File: src/cbi_pkg.sv
// constants for the cpu bus and interrupt pin controller
// assumes a single 100 MHz ref_clk that stands for the crystal input
package cbi_pkg;
	// register byte offsets
	localparam logic [7:0] CBI_OFS_CMD  = 8'h00;
	localparam logic [7:0] CBI_OFS_ADDR = 8'h04;
	localparam logic [7:0] CBI_OFS_DATA = 8'h08;
	localparam logic [7:0] CBI_OFS_MASK = 8'h0C;
	localparam logic [7:0] CBI_OFS_STAT = 8'h10;
	// command register bits (write only, self clearing)
	localparam int CBI_CMD_RD     = 0;
	localparam int CBI_CMD_WR     = 1;
	localparam int CBI_CMD_IO     = 2;
	localparam int CBI_CMD_EI     = 3;
	localparam int CBI_CMD_DI     = 4;
	localparam int CBI_CMD_SAMPLE = 5;
	localparam int CBI_CMD_HALT   = 6;
	localparam int CBI_CMD_TKCLR  = 7;
	localparam int CBI_CMD_INC    = 8;
	// set-mask write layout
	localparam int CBI_SIM_M55  = 0;
	localparam int CBI_SIM_M75  = 2;
	localparam int CBI_SIM_MSE  = 3;
	localparam int CBI_SIM_R75C = 4;
	localparam int CBI_SIM_SDE  = 6;
	localparam int CBI_SIM_SOD  = 7;
	// read-mask layout
	localparam int CBI_RIM_IE  = 3;
	localparam int CBI_RIM_P55 = 4;
	localparam int CBI_RIM_P75 = 6;
	localparam int CBI_RIM_SID = 7;
	// status layout
	localparam int CBI_ST_BUSY  = 0;
	localparam int CBI_ST_BUS_GRANT_ACK  = 1;
	localparam int CBI_ST_HALT  = 2;
	localparam int CBI_ST_TAKEN = 3;
	localparam int CBI_ST_VEC   = 8;
	// restart vectors, zero means instruction supplied externally
	localparam logic [7:0] CBI_VEC_NMI  = 8'h24;
	localparam logic [7:0] CBI_VEC_R75  = 8'h3C;
	localparam logic [7:0] CBI_VEC_R65  = 8'h34;
	localparam logic [7:0] CBI_VEC_R55  = 8'h2C;
	localparam logic [7:0] CBI_VEC_EXT  = 8'h00;
	// reset values, crystal divider and bus state encoding
	localparam logic [15:0] CBI_ADDR_RST = 16'h0000;
	localparam logic [2:0]  CBI_MASK_RST = 3'h7;
	localparam int CBI_XTAL_DIV = 2;
	typedef enum logic [2:0] {
		CBI_IDLE = 3'b000,
		CBI_T1   = 3'b001,
		CBI_T2   = 3'b010,
		CBI_TW   = 3'b011,
		CBI_T3   = 3'b100
	} cbi_state_t;
endpackage : cbi_pkg

File: src/cbi_ctrl.sv
// cpu bus cycle, hold and interrupt pin controller with an ahb-lite slave
// assumes ref_clk is the crystal input and all pins are asynchronous to it
//
// Notes on behaviour
// read strobe low requests data; floated in hold, halt and reset.
// write strobe low writes; data stands until the strobe rises.
// ready low stretches the cycle by whole clock states.
// hold request is granted only after the current transfer ends.
// during hold, address, data, strobes and io select float.
// grant asserts, bus floats one clock state later.
// request removed drops grant; bus driven half a state later.
// interrupts sampled at software marker and during hold or halt.
// accepted general irq stops address increment, runs acknowledge cycle.
// software enables interrupts; reset and acceptance disable them.
// acknowledge strobe replaces read strobe with identical timing.
// restart inputs rank above general irq, vector internally.
// each restart input has its own mask bit.
// nonmaskable input ignores masks and enable, highest priority.
// reset input clears address counter, enable and grant.
// during reset input all bus and control lines float.
// reset out follows reset input in whole clock periods.
// crystal input divided by two forms the clock output.
// each mask read copies serial input into bit 7.
// serial output set by mask write and held.
// low address in first state, data in later states.
// fixed priority nmi, 7.5, 6.5, 5.5, general irq.
// restart vectors 24H, 3CH, 34H, 2CH.
`timescale 1ns/10ps
`default_nettype none
module cbi_ctrl
	import cbi_pkg::*;
(
	input  wire logic        ref_clk,
	input  wire logic        nrst,
	input  wire logic        hsel,
	input  wire logic [31:0] haddr,
	input  wire logic [1:0]  htrans,
	input  wire logic        hwrite,
	input  wire logic [2:0]  hsize,
	input  wire logic [31:0] hwdata,
	input  wire logic        hready,
	output logic      [31:0] hrdata,
	output logic             hreadyout,
	output logic             hresp,
	output logic      [7:0]  addr_hi,
	output logic             addr_hi_oe,
	output logic      [7:0]  ad_out,
	output logic             ad_oe,
	input  wire logic [7:0]  ad_in,
	output logic             addr_latch_en,
	output logic             read_strobe_n,
	output logic             write_strobe_n,
	output logic             io_or_memory_select,
	output logic             ctl_oe,
	output logic             irq_ack_n,
	input  wire logic        ready_in,
	input  wire logic        hold_req,
	output logic             bus_grant_ack,
	input  wire logic        general_irq,
	input  wire logic [2:0]  restart_irq,
	input  wire logic        nonmaskable_irq,
	input  wire logic        reset_input,
	output logic             system_reset_out,
	output logic             clk_out,
	input  wire logic        serial_in_line,
	output logic             serial_out_line
);
	localparam int NS = 17;
	// two flop synchronisers for every pin input
	logic [NS-1:0] s1_reg, s2_reg, pins;
	assign pins = {ad_in, serial_in_line, reset_input, nonmaskable_irq,
		restart_irq, general_irq, hold_req, ready_in};
	always_ff @(posedge ref_clk or negedge nrst) begin
		if (!nrst) begin
			s1_reg <= '0;
			s2_reg <= '0;
		end else begin
			s1_reg <= pins;
			s2_reg <= s1_reg;
		end
	end
	logic       rdy_s, hold_s, gi_s, nmi_s, rst_s, sid_s;
	logic [2:0] rsi_s;
	logic [7:0] adi_s;
	assign {adi_s, sid_s, rst_s, nmi_s, rsi_s, gi_s, hold_s, rdy_s} = s2_reg;

	cbi_state_t st_reg, st_next;
	logic [15:0] addr_reg, addr_next;
	logic [7:0]  wd_reg, wd_next, rd_reg, rd_next, vec_reg, vec_next;
	logic [2:0]  mask_reg, mask_next;
	logic tick_reg, tick_next, clko_reg, clko_next;
	logic go_reg, go_next, wr_reg, wr_next, io_reg, io_next;
	logic irq_ack_n_reg, irq_ack_n_next, inc_reg, inc_next;
	logic bus_grant_ack_reg, bus_grant_ack_next, flt_reg, flt_next, halt_reg, halt_next;
	logic ie_reg, ie_next, tk_reg, tk_next;
	logic trp_ff, trp_next, trp_prev, r75_ff, r75_next, r75_prev;
	logic sod_reg, sod_next, rso_reg, rso_next;
	logic ale_reg, ale_next, rdn_reg, rdn_next, wrn_reg, wrn_next;
	logic ian_reg, ian_next, iom_reg, iom_next;
	logic [7:0] ah_reg, ah_next, ado_reg, ado_next;
	logic aoe_reg, aoe_next, cen_reg, cen_next;
	// ahb slave state
	logic        dw_reg, dw_next, rp_reg, rp_next, hr_reg, hr_next;
	logic [7:0]  ha_reg, ha_next;
	logic [31:0] hd_reg, hd_next;
	logic        acc, t_adv, smp, busy;
	logic [31:0] rv;

	assign acc   = hsel && htrans[1] && hready;
	assign t_adv = tick_reg;
	assign busy  = (st_reg != CBI_IDLE) || go_reg;

	// read value mux; mask reads catch serial input at this moment
	always_comb begin
		rv = 32'h0000_0000;
		unique case (ha_reg)
			CBI_OFS_ADDR: rv[15:0] = addr_reg;
			CBI_OFS_DATA: rv[7:0] = rd_reg;
			CBI_OFS_MASK: begin
				rv[CBI_SIM_M75:CBI_SIM_M55] = mask_reg;
				rv[CBI_RIM_IE] = ie_reg;
				rv[CBI_RIM_P55] = rsi_s[0];
				rv[CBI_RIM_P55+1] = rsi_s[1];
				rv[CBI_RIM_P75] = r75_ff;
				// serial in to bit 7
				rv[CBI_RIM_SID] = sid_s;
			end
			CBI_OFS_STAT: begin
				rv[CBI_ST_BUSY] = busy;
				rv[CBI_ST_BUS_GRANT_ACK] = bus_grant_ack_reg;
				rv[CBI_ST_HALT] = halt_reg;
				rv[CBI_ST_TAKEN] = tk_reg;
				rv[CBI_ST_VEC+7:CBI_ST_VEC] = vec_reg;
			end
			default: rv = 32'h0000_0000;
		endcase
	end

	// bus slave: writes in zero wait, reads take one wait so hrdata is a flop
	always_comb begin
		dw_next = 1'b0;
		rp_next = 1'b0;
		hr_next = 1'b1;
		ha_next = ha_reg;
		hd_next = hd_reg;
		if (rp_reg) begin
			hd_next = rv;
		end else if (acc) begin
			ha_next = haddr[7:0];
			dw_next = hwrite;
			rp_next = !hwrite;
			hr_next = hwrite;
		end
	end

	// core: divider, bus cycles, hold, interrupts
	always_comb begin
		logic [8:0] cmd;
		logic       wen;
		cmd = 9'h000;
		wen = dw_reg;
		st_next = st_reg;
		addr_next = addr_reg;
		wd_next = wd_reg;
		rd_next = rd_reg;
		vec_next = vec_reg;
		mask_next = mask_reg;
		go_next = go_reg;
		wr_next = wr_reg;
		io_next = io_reg;
		irq_ack_n_next = irq_ack_n_reg;
		inc_next = inc_reg;
		bus_grant_ack_next = bus_grant_ack_reg;
		halt_next = halt_reg;
		ie_next = ie_reg;
		tk_next = tk_reg;
		sod_next = sod_reg;
		trp_next = trp_ff;
		r75_next = r75_ff;
		// half rate clock and state enable
		tick_next = !tick_reg;
		clko_next = tick_reg;
		// reset out in whole periods
		rso_next = (t_adv) ? rst_s : rso_reg;
		if (wen && ha_reg == CBI_OFS_CMD) begin
			cmd = hwdata[8:0];
		end
		if (wen && ha_reg == CBI_OFS_ADDR) begin
			addr_next = hwdata[15:0];
		end
		if (wen && ha_reg == CBI_OFS_DATA) begin
			wd_next = hwdata[7:0];
		end
		if (wen && ha_reg == CBI_OFS_MASK) begin
			// masks only when mask-set enable is high
			if (hwdata[CBI_SIM_MSE]) begin
				mask_next = hwdata[CBI_SIM_M75:CBI_SIM_M55];
			end
			if (hwdata[CBI_SIM_R75C]) begin
				r75_next = 1'b0;
			end
			// serial out held until next enabled write
			if (hwdata[CBI_SIM_SDE]) begin
				sod_next = hwdata[CBI_SIM_SOD];
			end
		end
		// software enable and disable
		if (cmd[CBI_CMD_EI]) ie_next = 1'b1;
		if (cmd[CBI_CMD_DI]) ie_next = 1'b0;
		if (cmd[CBI_CMD_TKCLR]) tk_next = 1'b0;
		if (cmd[CBI_CMD_HALT] && !busy) halt_next = 1'b1;
		if ((cmd[CBI_CMD_RD] || cmd[CBI_CMD_WR]) && !busy && !tk_reg) begin
			go_next = 1'b1;
			wr_next = cmd[CBI_CMD_WR];
			io_next = cmd[CBI_CMD_IO];
			inc_next = cmd[CBI_CMD_INC];
			irq_ack_n_next = 1'b0;
		end
		// edge latches set after the mask-write clear so a coincident edge is kept; acceptance and reset clears come later
		if (rsi_s[2] && !r75_prev) r75_next = 1'b1;
		if (nmi_s && !trp_prev) trp_next = 1'b1;
		if (!nmi_s) trp_next = 1'b0;
		// sample points
		smp = cmd[CBI_CMD_SAMPLE] || (t_adv && (bus_grant_ack_reg || halt_reg));
		if (smp && !tk_reg) begin
			// fixed priority, R14 nmi ignores masks and enable
			if (trp_ff && nmi_s) begin
				trp_next = 1'b0;
				vec_next = CBI_VEC_NMI;
				tk_next = 1'b1;
			end else if (ie_reg && r75_ff && !mask_reg[2]) begin
				// restart vectored internally, R23 vectors
				r75_next = 1'b0;
				vec_next = CBI_VEC_R75;
				tk_next = 1'b1;
			end else if (ie_reg && rsi_s[1] && !mask_reg[1]) begin
				vec_next = CBI_VEC_R65;
				tk_next = 1'b1;
			end else if (ie_reg && rsi_s[0] && !mask_reg[0]) begin
				vec_next = CBI_VEC_R55;
				tk_next = 1'b1;
			end else if (ie_reg && gi_s && !busy && !bus_grant_ack_reg) begin
				// acknowledge cycle, no address increment
				vec_next = CBI_VEC_EXT;
				tk_next = 1'b1;
				go_next = 1'b1;
				irq_ack_n_next = 1'b1;
				wr_next = 1'b0;
				io_next = 1'b1;
				inc_next = 1'b0;
			end
			if (tk_next) begin
				// acceptance disables interrupts
				ie_next = 1'b0;
				halt_next = 1'b0;
			end
		end
		if (t_adv) begin
			unique case (st_reg)
				CBI_IDLE: begin
					// grant only between transfers
					if (hold_s && !bus_grant_ack_reg) begin
						bus_grant_ack_next = 1'b1;
					end else if (!hold_s && bus_grant_ack_reg) begin
						// grant drops when request removed
						bus_grant_ack_next = 1'b0;
					end else if (go_reg && !bus_grant_ack_reg && !halt_reg) begin
						go_next = 1'b0;
						st_next = CBI_T1;
					end
				end
				CBI_T1: st_next = CBI_T2;
				// whole wait states while ready low
				CBI_T2: st_next = rdy_s ? CBI_T3 : CBI_TW;
				CBI_TW: st_next = rdy_s ? CBI_T3 : CBI_TW;
				CBI_T3: begin
					st_next = CBI_IDLE;
					if (!wr_reg) rd_next = adi_s;
					if (inc_reg) addr_next = addr_reg + 16'h0001;
				end
			endcase
		end
		// reset input clears counter, enable and grant
		if (rst_s) begin
			st_next = CBI_IDLE;
			addr_next = CBI_ADDR_RST;
			mask_next = CBI_MASK_RST;
			go_next = 1'b0;
			bus_grant_ack_next = 1'b0;
			halt_next = 1'b0;
			ie_next = 1'b0;
			tk_next = 1'b0;
			r75_next = 1'b0;
			trp_next = 1'b0;
		end
		// float a state after grant; R7 drive half a state after drop
		flt_next = bus_grant_ack_reg && (flt_reg || t_adv);
		// low address in first state, data afterwards
		ah_next = addr_next[15:8];
		ale_next = (st_next == CBI_T1);
		ado_next = (st_next == CBI_T1) ? addr_next[7:0] : wd_next;
		aoe_next = (st_next == CBI_T1) || ((st_next != CBI_IDLE) && wr_next);
		// strobes low from second state to end of third
		rdn_next = !((st_next != CBI_IDLE) && (st_next != CBI_T1) && !wr_next && !irq_ack_n_next);
		wrn_next = !((st_next != CBI_IDLE) && (st_next != CBI_T1) && wr_next);
		ian_next = !((st_next != CBI_IDLE) && (st_next != CBI_T1) && irq_ack_n_next);
		iom_next = (st_next == CBI_IDLE) ? iom_reg : io_next;
		// float in hold, halt and reset
		cen_next = !flt_next && !halt_next && !rst_s;
		if (!cen_next) aoe_next = 1'b0;
	end

	always_ff @(posedge ref_clk or negedge nrst) begin
		if (!nrst) begin
			dw_reg <= 1'b0;
			rp_reg <= 1'b0;
			hr_reg <= 1'b1;
			ha_reg <= 8'h00;
			hd_reg <= 32'h0000_0000;
			st_reg <= CBI_IDLE;
			addr_reg <= CBI_ADDR_RST;
			wd_reg <= 8'h00;
			rd_reg <= 8'h00;
			vec_reg <= 8'h00;
			mask_reg <= CBI_MASK_RST;
			{tick_reg, clko_reg, go_reg, wr_reg, io_reg} <= 5'h00;
			{irq_ack_n_reg, inc_reg, bus_grant_ack_reg, flt_reg, halt_reg} <= 5'h00;
			{ie_reg, tk_reg, trp_ff, trp_prev, r75_ff, r75_prev} <= 6'h00;
			{sod_reg, rso_reg, ale_reg, aoe_reg, cen_reg, iom_reg} <= 6'h00;
			{rdn_reg, wrn_reg, ian_reg} <= 3'h7;
			ah_reg <= 8'h00;
			ado_reg <= 8'h00;
		end else begin
			dw_reg <= dw_next;
			rp_reg <= rp_next;
			hr_reg <= hr_next;
			ha_reg <= ha_next;
			hd_reg <= hd_next;
			st_reg <= st_next;
			addr_reg <= addr_next;
			wd_reg <= wd_next;
			rd_reg <= rd_next;
			vec_reg <= vec_next;
			mask_reg <= mask_next;
			{tick_reg, clko_reg, go_reg, wr_reg, io_reg} <= {tick_next, clko_next, go_next, wr_next, io_next};
			{irq_ack_n_reg, inc_reg, bus_grant_ack_reg, flt_reg, halt_reg} <= {irq_ack_n_next, inc_next, bus_grant_ack_next, flt_next, halt_next};
			{ie_reg, tk_reg, trp_ff, r75_ff} <= {ie_next, tk_next, trp_next, r75_next};
			{trp_prev, r75_prev} <= {nmi_s, rsi_s[2]};
			{sod_reg, rso_reg, ale_reg, aoe_reg, cen_reg, iom_reg} <= {sod_next, rso_next, ale_next, aoe_next,
				cen_next, iom_next};
			{rdn_reg, wrn_reg, ian_reg} <= {rdn_next, wrn_next, ian_next};
			ah_reg <= ah_next;
			ado_reg <= ado_next;
		end
	end

	assign hrdata = hd_reg;
	assign hreadyout = hr_reg;
	assign hresp = 1'b0;
	assign addr_hi = ah_reg;
	assign addr_hi_oe = cen_reg;
	assign ad_out = ado_reg;
	assign ad_oe = aoe_reg;
	assign addr_latch_en = ale_reg;
	assign read_strobe_n = rdn_reg;
	assign write_strobe_n = wrn_reg;
	assign irq_ack_n = ian_reg;
	assign io_or_memory_select = iom_reg;
	assign ctl_oe = cen_reg;
	assign bus_grant_ack = bus_grant_ack_reg;
	assign system_reset_out = rso_reg;
	assign clk_out = clko_reg;
	assign serial_out_line = sod_reg;
endmodule : cbi_ctrl
`default_nettype wire

File: config.mk
export PLATFORM = sky130hd
export DESIGN_NAME = cbi_ctrl
export DESIGN_NICKNAME = d
export VERILOG_FILES = /design/src/cbi_pkg.sv /design/src/cbi_ctrl.sv
export SDC_FILE = /design/constraint.sdc
export NUM_CORES = 1
export LEC_CHECK = 0
export BUFFER_PORTS_ARGS = -buffer_cell sky130_fd_sc_hd__buf_2
export CAP_MARGIN = 10
export CORE_MARGIN = 1.5
export CORE_UTILIZATION = 40
export DETAILED_ROUTE_END_ITERATION = 10
export PLACE_DENSITY = 0.62
export RECOVER_POWER = 50
export SLEW_MARGIN = 20
export SYNTH_ARGS = -nofsm -noshare
export SYNTH_HDL_FRONTEND = slang
export SYNTH_SLANG_ARGS = --single-unit
File: constraint.sdc
create_clock -name ref_clk -period 1.9 [get_ports ref_clk]
set_input_delay 0.285 -clock ref_clk [delete_from_list [all_inputs] [get_ports ref_clk]]
set_output_delay 0.285 -clock ref_clk [all_outputs]
set_load 0.05 [all_outputs]
==> flow_summary.yaml, run 1 <==
logic_synthesis:
  synth-xor-area-share_pct: 0.148
  synth-edff-count: 0
  synth_top_area_share_pct: 54.1
  syn_area_sq_um: 5920
  avgSynthCellArea_sq_um: 11.5
  synth_simple_gate_area_share_pct: 13.3
  synth_cells: 515
  synth_mux_area_share_pct: 8.63
  synth_top_family_by_area: "simple AND/OR/NAND/NOR gates"
  ys_warn_count: 0
  yosys_most_used_dff: "dfrtp_1"
  synth.area.top_cells: "dfrtp_1, mux2_2, buf_4"
  seq_area_frac_synth_pct: 57.3
  synth_top_cell_by_area: "dfrtp_1"
  yosys.cell_types.count: 72
  synth_adder_area_share_pct: 0.212
  asyncSetResetFlopFracSynth_pct: 100
  synth_compound_area_share_pct: 13.0
  ys_ff_latch: 135
timing:
  period_share_pct: 111
  min_period_ns: 2.10
  layout_setup_ws_ns: -0.200
  worst-slew-pin-transition_ns: 1.15
  clock_skew_ns: 0.00831
  slew_headroom_pct: 23.3
  clock.fmax_mhz: 476
  setup_viol: 25
  holdWs_ns: 0.0387
  rsz0062_at_grt: "yes"
  hold_viol_final: 0
  setup_tns_ns: -2.71
  drv_slew: 0
clocking:
  root_buffer: "clkbuf_16"
  path_clk_slew_ns: 0.06
  clk_latency_ns: 0.42
  cts.htree.levels: 4
  cts.path.max_buffers: 2
  clock-sinks: 135
  cts_tree: "yes"
  numCtsBuffers: 17
route:
  drt-initial-drc-count: 269
  drt.antenna.violating_nets: 0
  vias: 4676
  via_per_inst: 5.26
  route.met2.wl_um: 7500
  wl_met3_um: 875
  highest_layer: "met5"
  drt-pass1-iter-count: 7
  wl_met1_um: 6070
  wl_per_cell_um: 16.6
  wl_um: 14700
  drcViolationCount: 0
die:
  start_util_pct: 40.9
  dieArea_sq_um: 15500
  io_pins: 153
  die_x_um: 125
  core_sq_um: 14500
  num_rows: 44
  fp.dieH_um: 125
global_route:
  grtUsageTotal_pct: 19.7
  grt_pass1_vias: 4759
  antenna_found_initial: 1
  grt_pass1_wl_um: 23900
  overflow: 0
  grt_max_degree: 49
final_layout:
  final_nets: 784
  antenna_cells: 0
  final.fill_count: 1238
  multi_input_area_sq_um: 2380
  final_util_pct: 55.1
  final-seq-area_sq_um: 3390
  drive_gt1_share_pct: 41.1
  syn_to_final_growth_pct: 34.9
outcome:
  status: "complete, but fails checks"
  violations: "negative setup slack"
power:
  power_density_nw_per_um2: 870
  p_leak_nw: 3.84
  irDropWorstVdd_v: 0.000623
  total_power_mw: 6.94
worst_setup_path:
  max_stage_delay_ns: 0.59
  worstPathArrival_ns: 2.44
  cp.required_ns: 2.24
  slowest_stage: "or4b_4"
  worstPathCellList: "and2b_2 -> and3_2 -> o21a_1 -> or4b_4 -> buf_6 -> mux2i_1"
  path_delay_family: "simple AND/OR/NAND/NOR gates"
  crit_type: "reg -> reg"
  cp_max_fo: 7
  critPathBufInv: 1
  critPathLaunchType: "flip-flop"
  end_kind: "flip-flop"
hold_path:
  min_path_type: "in -> reg"
placement:
  dp_hpwl_um: 10600
  finalWeightedCongestion: 0.949
  portBuffers: 91
job:
  maxCapViolations: 0
-- repair_timing --
action                                  CTS  global route
hold buffers                             18             0
resized for setup                        23            49
hold endpoints to repair                 58             0
endpoints found under the setup margin   24            56
setup buffers                             6            11
pin swaps                                12            14
-- cell usage in the layout (no fill, tap or decap), types with 5 or more instances in the layout --
| cell type | n |
|---|---|
| inv_1 | 28 |
| clkinv_2 | 5 |
| clkbuf_16 | 17 |
| nor2_1 | 30 |
| dfstp_2 | 7 |
| o21ai_0 | 10 |
| conb_1 | 17 |
| and3_1 | 7 |
| mux2i_1 | 13 |
| buf_4 | 67 |
| nand3_1 | 17 |
| a21oi_1 | 23 |
| buf_6 | 13 |
| dfrtp_1 | 126 |
| a22oi_1 | 10 |
| buf_2 | 90 |
| nand2_1 | 25 |
| o22ai_1 | 8 |
| a211oi_1 | 6 |
| nor3_1 | 13 |
| mux2_2 | 27 |
| dlygate4sd3_1 | 18 |
-- kinds of logic (layout without fill, tap and decap cells) --
kind of cell	after synthesis	count (layout)
mux	47	47
flops	135	135
buf+inv	79	253
other cells	1	17
simple gates	141	141
fa+ha+maj	1	1
compound gates	110	110
xor+xnor	1	1
-- Yosys cell counts (5+ instances only) --
cell	count
a211oi_1	8
a21boi_0	5
a21oi_1	27
a22oi_1	10
and3_1	12
buf_4	27
clkbuf_1	18
dfrtp_1	128
dfstp_2	7
inv_1	28
mux2_2	27
mux2i_1	18
nand2_1	25
nand3_1	17
nor2_1	31
nor3_1	14
o21ai_0	15
o22ai_1	8
-- worst paths after layout --
check,slack [ns],from,cells past startpoint,to
max in group asynchronous,0.21,nrst,3,write_strobe_n$_DFF_PN1_
worst max register to register,-0.20,st_reg[2]$_DFF_PN0_,6,ad_out[4]$_DFF_PN0_
worst min register to register,0.35,s1_reg[12]$_DFF_PN0_,0,s2_reg[12]$_DFF_PN0_
worst min-delay path,0.04,hwrite,2,rp_reg$_DFF_PN0_
worst max-delay path,-0.20,st_reg[2]$_DFF_PN0_,6,ad_out[4]$_DFF_PN0_
min in group asynchronous,0.64,nrst,2,hrdata[1]$_DFFE_PN0P_
-- report_power, final --
part | switching (mW) | internal [mW] | total (mW)
sequential | 0.0857 | 3.01 | 3.10
combinational | 0.476 | 0.277 | 0.753
clock | 1.25 | 1.84 | 3.09
-- worst reg2reg max path, cell delays in order (launching register included) --
cell and delay, ns:
dfrtp_1 0.43, and2b_2 0.25, and3_2 0.20, o21a_1 0.20, or4b_4 0.59, buf_6 0.18
mux2i_1 0.17
-- routing by layer --
layer	GRT usage, %	vias up
met5	0	-
met4	7.98	2
met3	6.27	29
met2	32.7	151
met1	23.8	2322
li1	-	2172
-- layout make-up --
type,instances,area share [%]
Clock buffer,18,5.51
Multi-Input combinational cell,317,29.8
Tap cell,184,2.89
Sequential cell,135,42.5
Inverter,29,1.36
Timing Repair Buffer,192,16.4
Clock inverter,14,1.57
-- per-stage QoR --
step	worst slack, ns	instance area (sq um)	cells
after global routing	-0.266	7980	889
final	-0.200	7980	889
after floorplan	-0.334	5990	531
after detailed placement	-0.215	6900	826
after global placement	-0.180	6900	826
after CTS	-0.186	7760	881
Power figures use the tool's default switching activity.
==> run 2, diff against run 1 <==
--- a/config.mk
+++ b/config.mk
@@ -5,6 +5,7 @@
 export SDC_FILE = /design/constraint.sdc
 export NUM_CORES = 1
 export LEC_CHECK = 0
+export ABC_AREA = 1
 export BUFFER_PORTS_ARGS = -buffer_cell sky130_fd_sc_hd__buf_2
 export CAP_MARGIN = 10
 export CORE_MARGIN = 1.5
==> flow_summary.yaml, run 2 <==
logic_synthesis:
  synth_top_cell_by_area: "dfrtp_1"
  synth_compound_area_share_pct: 11.1
  yosys.cell_types.count: 43
  syn_area_sq_um: 5920
  synth_cells: 625
  synth_mux_area_share_pct: 2.47
  synth.most_common_cell: "nand2_1"
  synth_simple_gate_area_share_pct: 19.4
  ys_ff_latch: 135
  synth_top_cells_by_count: "nand2_1, dfrtp_1, inv_1"
  yosys_most_used_dff: "dfrtp_1"
  synth_top_family_by_area: "simple AND/OR/NAND/NOR gates"
  synth_adder_area_share_pct: 0.211
  asyncSetResetFlopFracSynth_pct: 100
  avgSynthCellArea_sq_um: 9.48
  synth_top_area_share_pct: 54.1
  synth.area.top_cells: "dfrtp_1, nand2_1, inv_1"
  ys_warn_count: 0
  synth-xor-area-share_pct: 0.148
  synth-edff-count: 0
  seq_area_frac_synth_pct: 57.2
route:
  drt-initial-drc-count: 357
  via_per_inst: 4.88
  drcViolationCount: 0
  wl_um: 14100
  vias: 4628
  drt.antenna.violating_nets: 0
  drt-pass1-iter-count: 5
  wl_per_cell_um: 14.8
outcome:
  status: "complete, no violations"
die:
  start_util_pct: 40.9
  die_x_um: 125
  num_rows: 44
  core_sq_um: 14500
  dieArea_sq_um: 15500
  fp.dieH_um: 125
  io_pins: 153
power:
  p_leak_nw: 3.59
  irDropWorstVdd_v: 0.000734
  power_density_nw_per_um2: 966
timing:
  worst-slew-pin-transition_ns: 0.964
  layout_setup_ws_ns: 0.105
  clock.fmax_mhz: 557
  setup_viol: 0
  drv_slew: 0
  hold_viol_final: 0
  setup_tns_ns: 0
  period_share_pct: 94.5
  holdWs_ns: 0.0424
  clock_skew_ns: 0.0118
  slew_headroom_pct: 35.7
  min_period_ns: 1.80
global_route:
  antenna_found_initial: 0
  grt_pass1_vias: 4557
  grt_max_degree: 53
  grt_pass1_wl_um: 23100
  grtUsageTotal_pct: 19.2
  overflow: 0
placement:
  dp_slack_ns: -0.0217
  portBuffers: 91
  dp_hpwl_um: 10300
  dp.cells: 893
  finalWeightedCongestion: 0.853
clocking:
  root_buffer: "clkbuf_16"
  numCtsBuffers: 17
  cts.path.max_buffers: 2
  path_clk_slew_ns: 0.05
  clock-sinks: 135
  cts.htree.levels: 4
  clk_latency_ns: 0.42
  cts_tree: "yes"
final_layout:
  layout.cells.non_filler: 949
  antenna_cells: 0
  final_cell_mix: "nand2_1, dfrtp_1, buf_2"
  final.fill_count: 1368
  drive_gt1_share_pct: 26.9
  syn_to_final_growth_pct: 24.8
  layout_commonest_cell: "nand2_1"
  final_nets: 844
worst_setup_path:
  cp.required_ns: 2.24
  cp_max_fo: 4
  crit_type: "reg -> reg"
  worstPathArrival_ns: 2.13
  end_kind: "flip-flop"
  critPathLaunchType: "flip-flop"
job:
  maxCapViolations: 0
hold_path:
  min_path_type: "in -> reg"
run 2: cell count changes after synthesis, sizes merged, moves of 15 or more:
cell,delta
clkbuf,-16
nand2,+113
nand3,+27
mux2,-16
inv,+40
nor2,+15
a21oi,+19
mux2i,-18
o21ai,+30
run 2: logic make-up after synthesis:
logic type	count (synthesis)
multiplexers	13
flip-flops	135
AND/OR/NAND/NOR	250
XOR/XNOR	1
adder cells (fa/ha/maj)	1
other	1
buffers and inverters	110
AO/OA/AOI/OAI	114
run 2: critical path, stage by stage, from the launching register on:
cell and delay, ns:
dfrtp_1 0.38, nor2_2 0.21, nand2_2 0.11, inv_1 0.13, nand4_1 0.22, buf_4 0.23
nor3_2 0.19, or2_2 0.17, o21ai_0 0.07
run 2: routing by layer:
layer	up-vias	part of all wire (%)	track usage, %
met5	-	0	0
met4	0	1.7	7.23
met3	17	6.3	4.94
met2	157	45	28.9
met1	2200	47	26.7
li1	2254	-	-
run 2: final cells by class:
cell class / instances / area, sq um / share of cell area, %
clock buffer: 21 / 470 / 6.37
sequential: 135 / 3390 / 45.8
clock inverter: 11 / 173 / 2.34
timing repair buffer: 132 / 800 / 10.8
inverter: 70 / 267 / 3.61
tap: 184 / 230 / 3.11
multi-input combinational: 396 / 2060 / 27.9
run 2: final timing paths:
| check | slack (ns) | from | endpoint | cells after the start |
|---|---|---|---|---|
| max | 0.10 | ha_reg[7]$_DFFE_PN0P_ | mask_reg[1]$_DFFE_PN1P_ | 8 |
| max reg2reg | 0.10 | ha_reg[7]$_DFFE_PN0P_ | mask_reg[1]$_DFFE_PN1P_ | 8 |
| max in group asynchronous | 0.33 | nrst | mask_reg[1]$_DFFE_PN1P_ | 3 |
| min reg2reg | 0.35 | s1_reg[2]$_DFF_PN0_ | s2_reg[2]$_DFF_PN0_ | 0 |
| min in group asynchronous | 0.57 | nrst | s2_reg[5]$_DFF_PN0_ | 2 |
| min | 0.04 | hwrite | rp_reg$_DFF_PN0_ | 2 |
run 2: power breakdown:
part	internal, mW	leakage, nW	switching, mW
clock	2.30	0.313	1.21
sequential	3.00	1.66	0.0668
combinational	0.154	1.62	0.401
run 2: stage by stage:
step                      power (mW)  util (%)  instance area, sq um
after global routing            7.43      51.0                  7390
after global placement          3.63      45.0                  6520
after CTS                       7.22      50.7                  7350
after detailed placement        3.65      45.0                  6520
after floorplan                 3.46         -                  5980
final                           7.14      51.0                  7390
run 2: repair_timing:
action	CTS	global route
hold buffers	18	0
hold endpoints to repair	53	0
gates resized for setup	1	7
setup endpoints to repair	1	28
pin swaps	0	1
setup buffers	0	6
==> run 3, diff against run 2 <==
--- a/config.mk
+++ b/config.mk
@@ -8,10 +8,10 @@
 export ABC_AREA = 1
 export BUFFER_PORTS_ARGS = -buffer_cell sky130_fd_sc_hd__buf_2
 export CAP_MARGIN = 10
-export CORE_MARGIN = 1.5
+export CORE_MARGIN = 2
 export CORE_UTILIZATION = 40
 export DETAILED_ROUTE_END_ITERATION = 10
-export PLACE_DENSITY = 0.62
+export PLACE_DENSITY = 0.59
 export RECOVER_POWER = 50
 export SLEW_MARGIN = 20
 export SYNTH_ARGS = -nofsm -noshare
==> constraint.sdc (replaced) <==
create_clock -name ref_clk -period 1.66 [get_ports ref_clk]
set_input_delay 0.249 -clock ref_clk [delete_from_list [all_inputs] [get_ports ref_clk]]
set_output_delay 0.249 -clock ref_clk [all_outputs]
set_load 0.05 [all_outputs]
==> flow_summary.yaml, run 3 (synthesized netlist as in run 2, its figures left out) <==
die:
  start_util_pct: 40.9
  fp.dieH_um: 126
  dieArea_sq_um: 15800
  core_sq_um: 14500
  die_x_um: 126
  num_rows: 44
  io_pins: 153
worst_setup_path:
  max_stage_delay_ns: 0.40
  worstPathArrival_ns: 2.00
  cp_max_fo: 7
  critPathMostFrequentCell: "nand2_1"
  critPathLaunchType: "flip-flop"
  slowest_stage: "dfrtp_1"
  worstPathCellList: "nor2_4 -> nand3_4 -> nor2_4 -> nand2_4 -> buf_12 -> a21oi_2 -> nand2_1 -> a21oi_2 -> nand2_1 -> nand2_1"
  cp.required_ns: 2.03
  end_kind: "flip-flop"
  crit_type: "reg -> reg"
power:
  sequentialPowerShare_pct: 40.9
  power.internal_mw: 6.57
  irDropWorstVdd_v: 0.000641
  power_density_nw_per_um2: 1080
  p_leak_nw: 3.85
  p_sw_mw: 2.05
  switching_share_pct: 23.8
  clock_power_share_pct: 50.9
  power_frac_comb_pct: 8.2
  total_power_mw: 8.62
clocking:
  cts_tree: "yes"
  path_clk_slew_ns: 0.06
  numCtsBuffers: 17
  clk_latency_ns: 0.43
  cts.htree.levels: 4
  cts.path.max_buffers: 2
  root_buffer: "clkbuf_16"
  clock-sinks: 135
route:
  drcViolationCount: 0
  drt-initial-drc-count: 379
  drt-pass1-iter-count: 7
  wl_per_cell_um: 15.3
  wl_um: 15100
  vias: 4870
  via_per_inst: 4.95
  drt.antenna.violating_nets: 0
final_layout:
  drive_gt1_share_pct: 35.3
  antenna_cells: 0
  final_cell_mix: "dfrtp_1, nand2_1, buf_2"
  layout.cells.non_filler: 983
  syn_to_final_growth_pct: 34.2
  layout_commonest_cell: "dfrtp_1"
  final_nets: 878
  final_util_pct: 54.9
timing:
  drv_slew: 0
  rsz0062_at_grt: "yes"
  clock_skew_ns: 0.00770
  setup_viol: 0
  holdWs_ns: 0.0607
  hold_viol_final: 0
  clock.fmax_mhz: 613
  period_share_pct: 98.2
  worst-slew-pin-transition_ns: 0.879
  min_period_ns: 1.63
  slew_headroom_pct: 41.4
global_route:
  antenna_found_initial: 0
  grt_pass1_wl_um: 23900
  grt_pass1_vias: 4839
  grtUsageTotal_pct: 19.4
  grt_max_degree: 44
  overflow: 0
placement:
  portBuffers: 91
  dp_hpwl_um: 10800
  dp.cells: 920
  finalWeightedCongestion: 0.906
job:
  maxCapViolations: 0
outcome:
  status: "complete, no violations"
hold_path:
  min_path_type: "in -> reg"
-- run 3: cell types whose count changed in the layout (fill, tap and decap cells not counted), moves of 5 or more --
cell     change
buf_4       +27
buf_6        +7
inv_1        -9
inv_2        +8
nand2_1     -11
nand2_2     +10
nand3_1      -9
nand3_2      +7
nor2_2       -5
nor2_4       +7
o21ai_0      -7
o21ai_1      +5
-- run 3: power by group through the flow --
| stage | sequential [mW] | combinational [mW] | clock, mW |
|---|---|---|---|
| after floorplan | 3.66 | 0.296 | 0 |
| after global placement | 3.56 | 0.628 | 0 |
| after detailed placement | 3.57 | 0.642 | 0 |
| after CTS | 3.52 | 0.685 | 4.44 |
| after global routing | 3.54 | 0.765 | 4.60 |
| final | 3.52 | 0.706 | 4.39 |
-- run 3: worst paths after layout --
check | start | endpoint | slack (ns) | depth (start not counted)
setup / recovery | ha_reg[0]$_DFFE_PN0P_ | ad_out[6]$_DFF_PN0_ | 0.03 | 10
hold / removal | haddr[0] | ha_reg[0]$_DFFE_PN0P_ | 0.06 | 2
setup reg to reg | ha_reg[0]$_DFFE_PN0P_ | ad_out[6]$_DFF_PN0_ | 0.03 | 10
hold reg to reg | s1_reg[16]$_DFF_PN0_ | s2_reg[16]$_DFF_PN0_ | 0.35 | 0
max in group asynchronous | nrst | mask_reg[0]$_DFFE_PN1P_ | 0.28 | 3
min in group asynchronous | nrst | hrdata[13]$_DFFE_PN0P_ | 0.48 | 2
-- run 3: cell type report --
class / count / area, sq um
sequential: 135 / 3390
fill: 1283 / 6530
clock buffer: 19 / 453
multi-input combinational: 396 / 2250
timing repair buffer: 166 / 1110
tap: 184 / 230
clock inverter: 13 / 241
inverter: 70 / 268
-- run 3: repair_timing --
item	in CTS	in global routing
setup endpoints to repair	22	42
endpoints found under the hold margin	45	0
hold buffers	19	0
buffers inserted	5	7
resized for setup	8	70
pin swaps	2	18
-- run 3: per-layer routing --
layer	routed length, um	part of all wire [%]	global-route usage (%)
met1	6870	46	25.6
met2	7030	47	30.6
met3	821	5.5	4.97
met4	344	2.3	8.43
met5	0	0	0
-- run 3: per-stage QoR --
stage / setup slack [ns] / TNS (ns) / instance area [sq um]
after floorplan: 0.00191 / 0 / 5980
after global placement: 0.00142 / 0 / 6750
after detailed placement: -0.0678 / -0.465 / 6750
after CTS: 0.000813 / 0 / 7710
after global routing: -0.0992 / -1.05 / 7950
final: 0.0297 / 0 / 7950
-- run 3: worst max-delay path: cells and delay by family, from the launching register on --
kind	cells	cell delay [ns]
simple gates	7	0.73
flops	1	0.40
compound gates	2	0.28
buf+inv	1	0.16
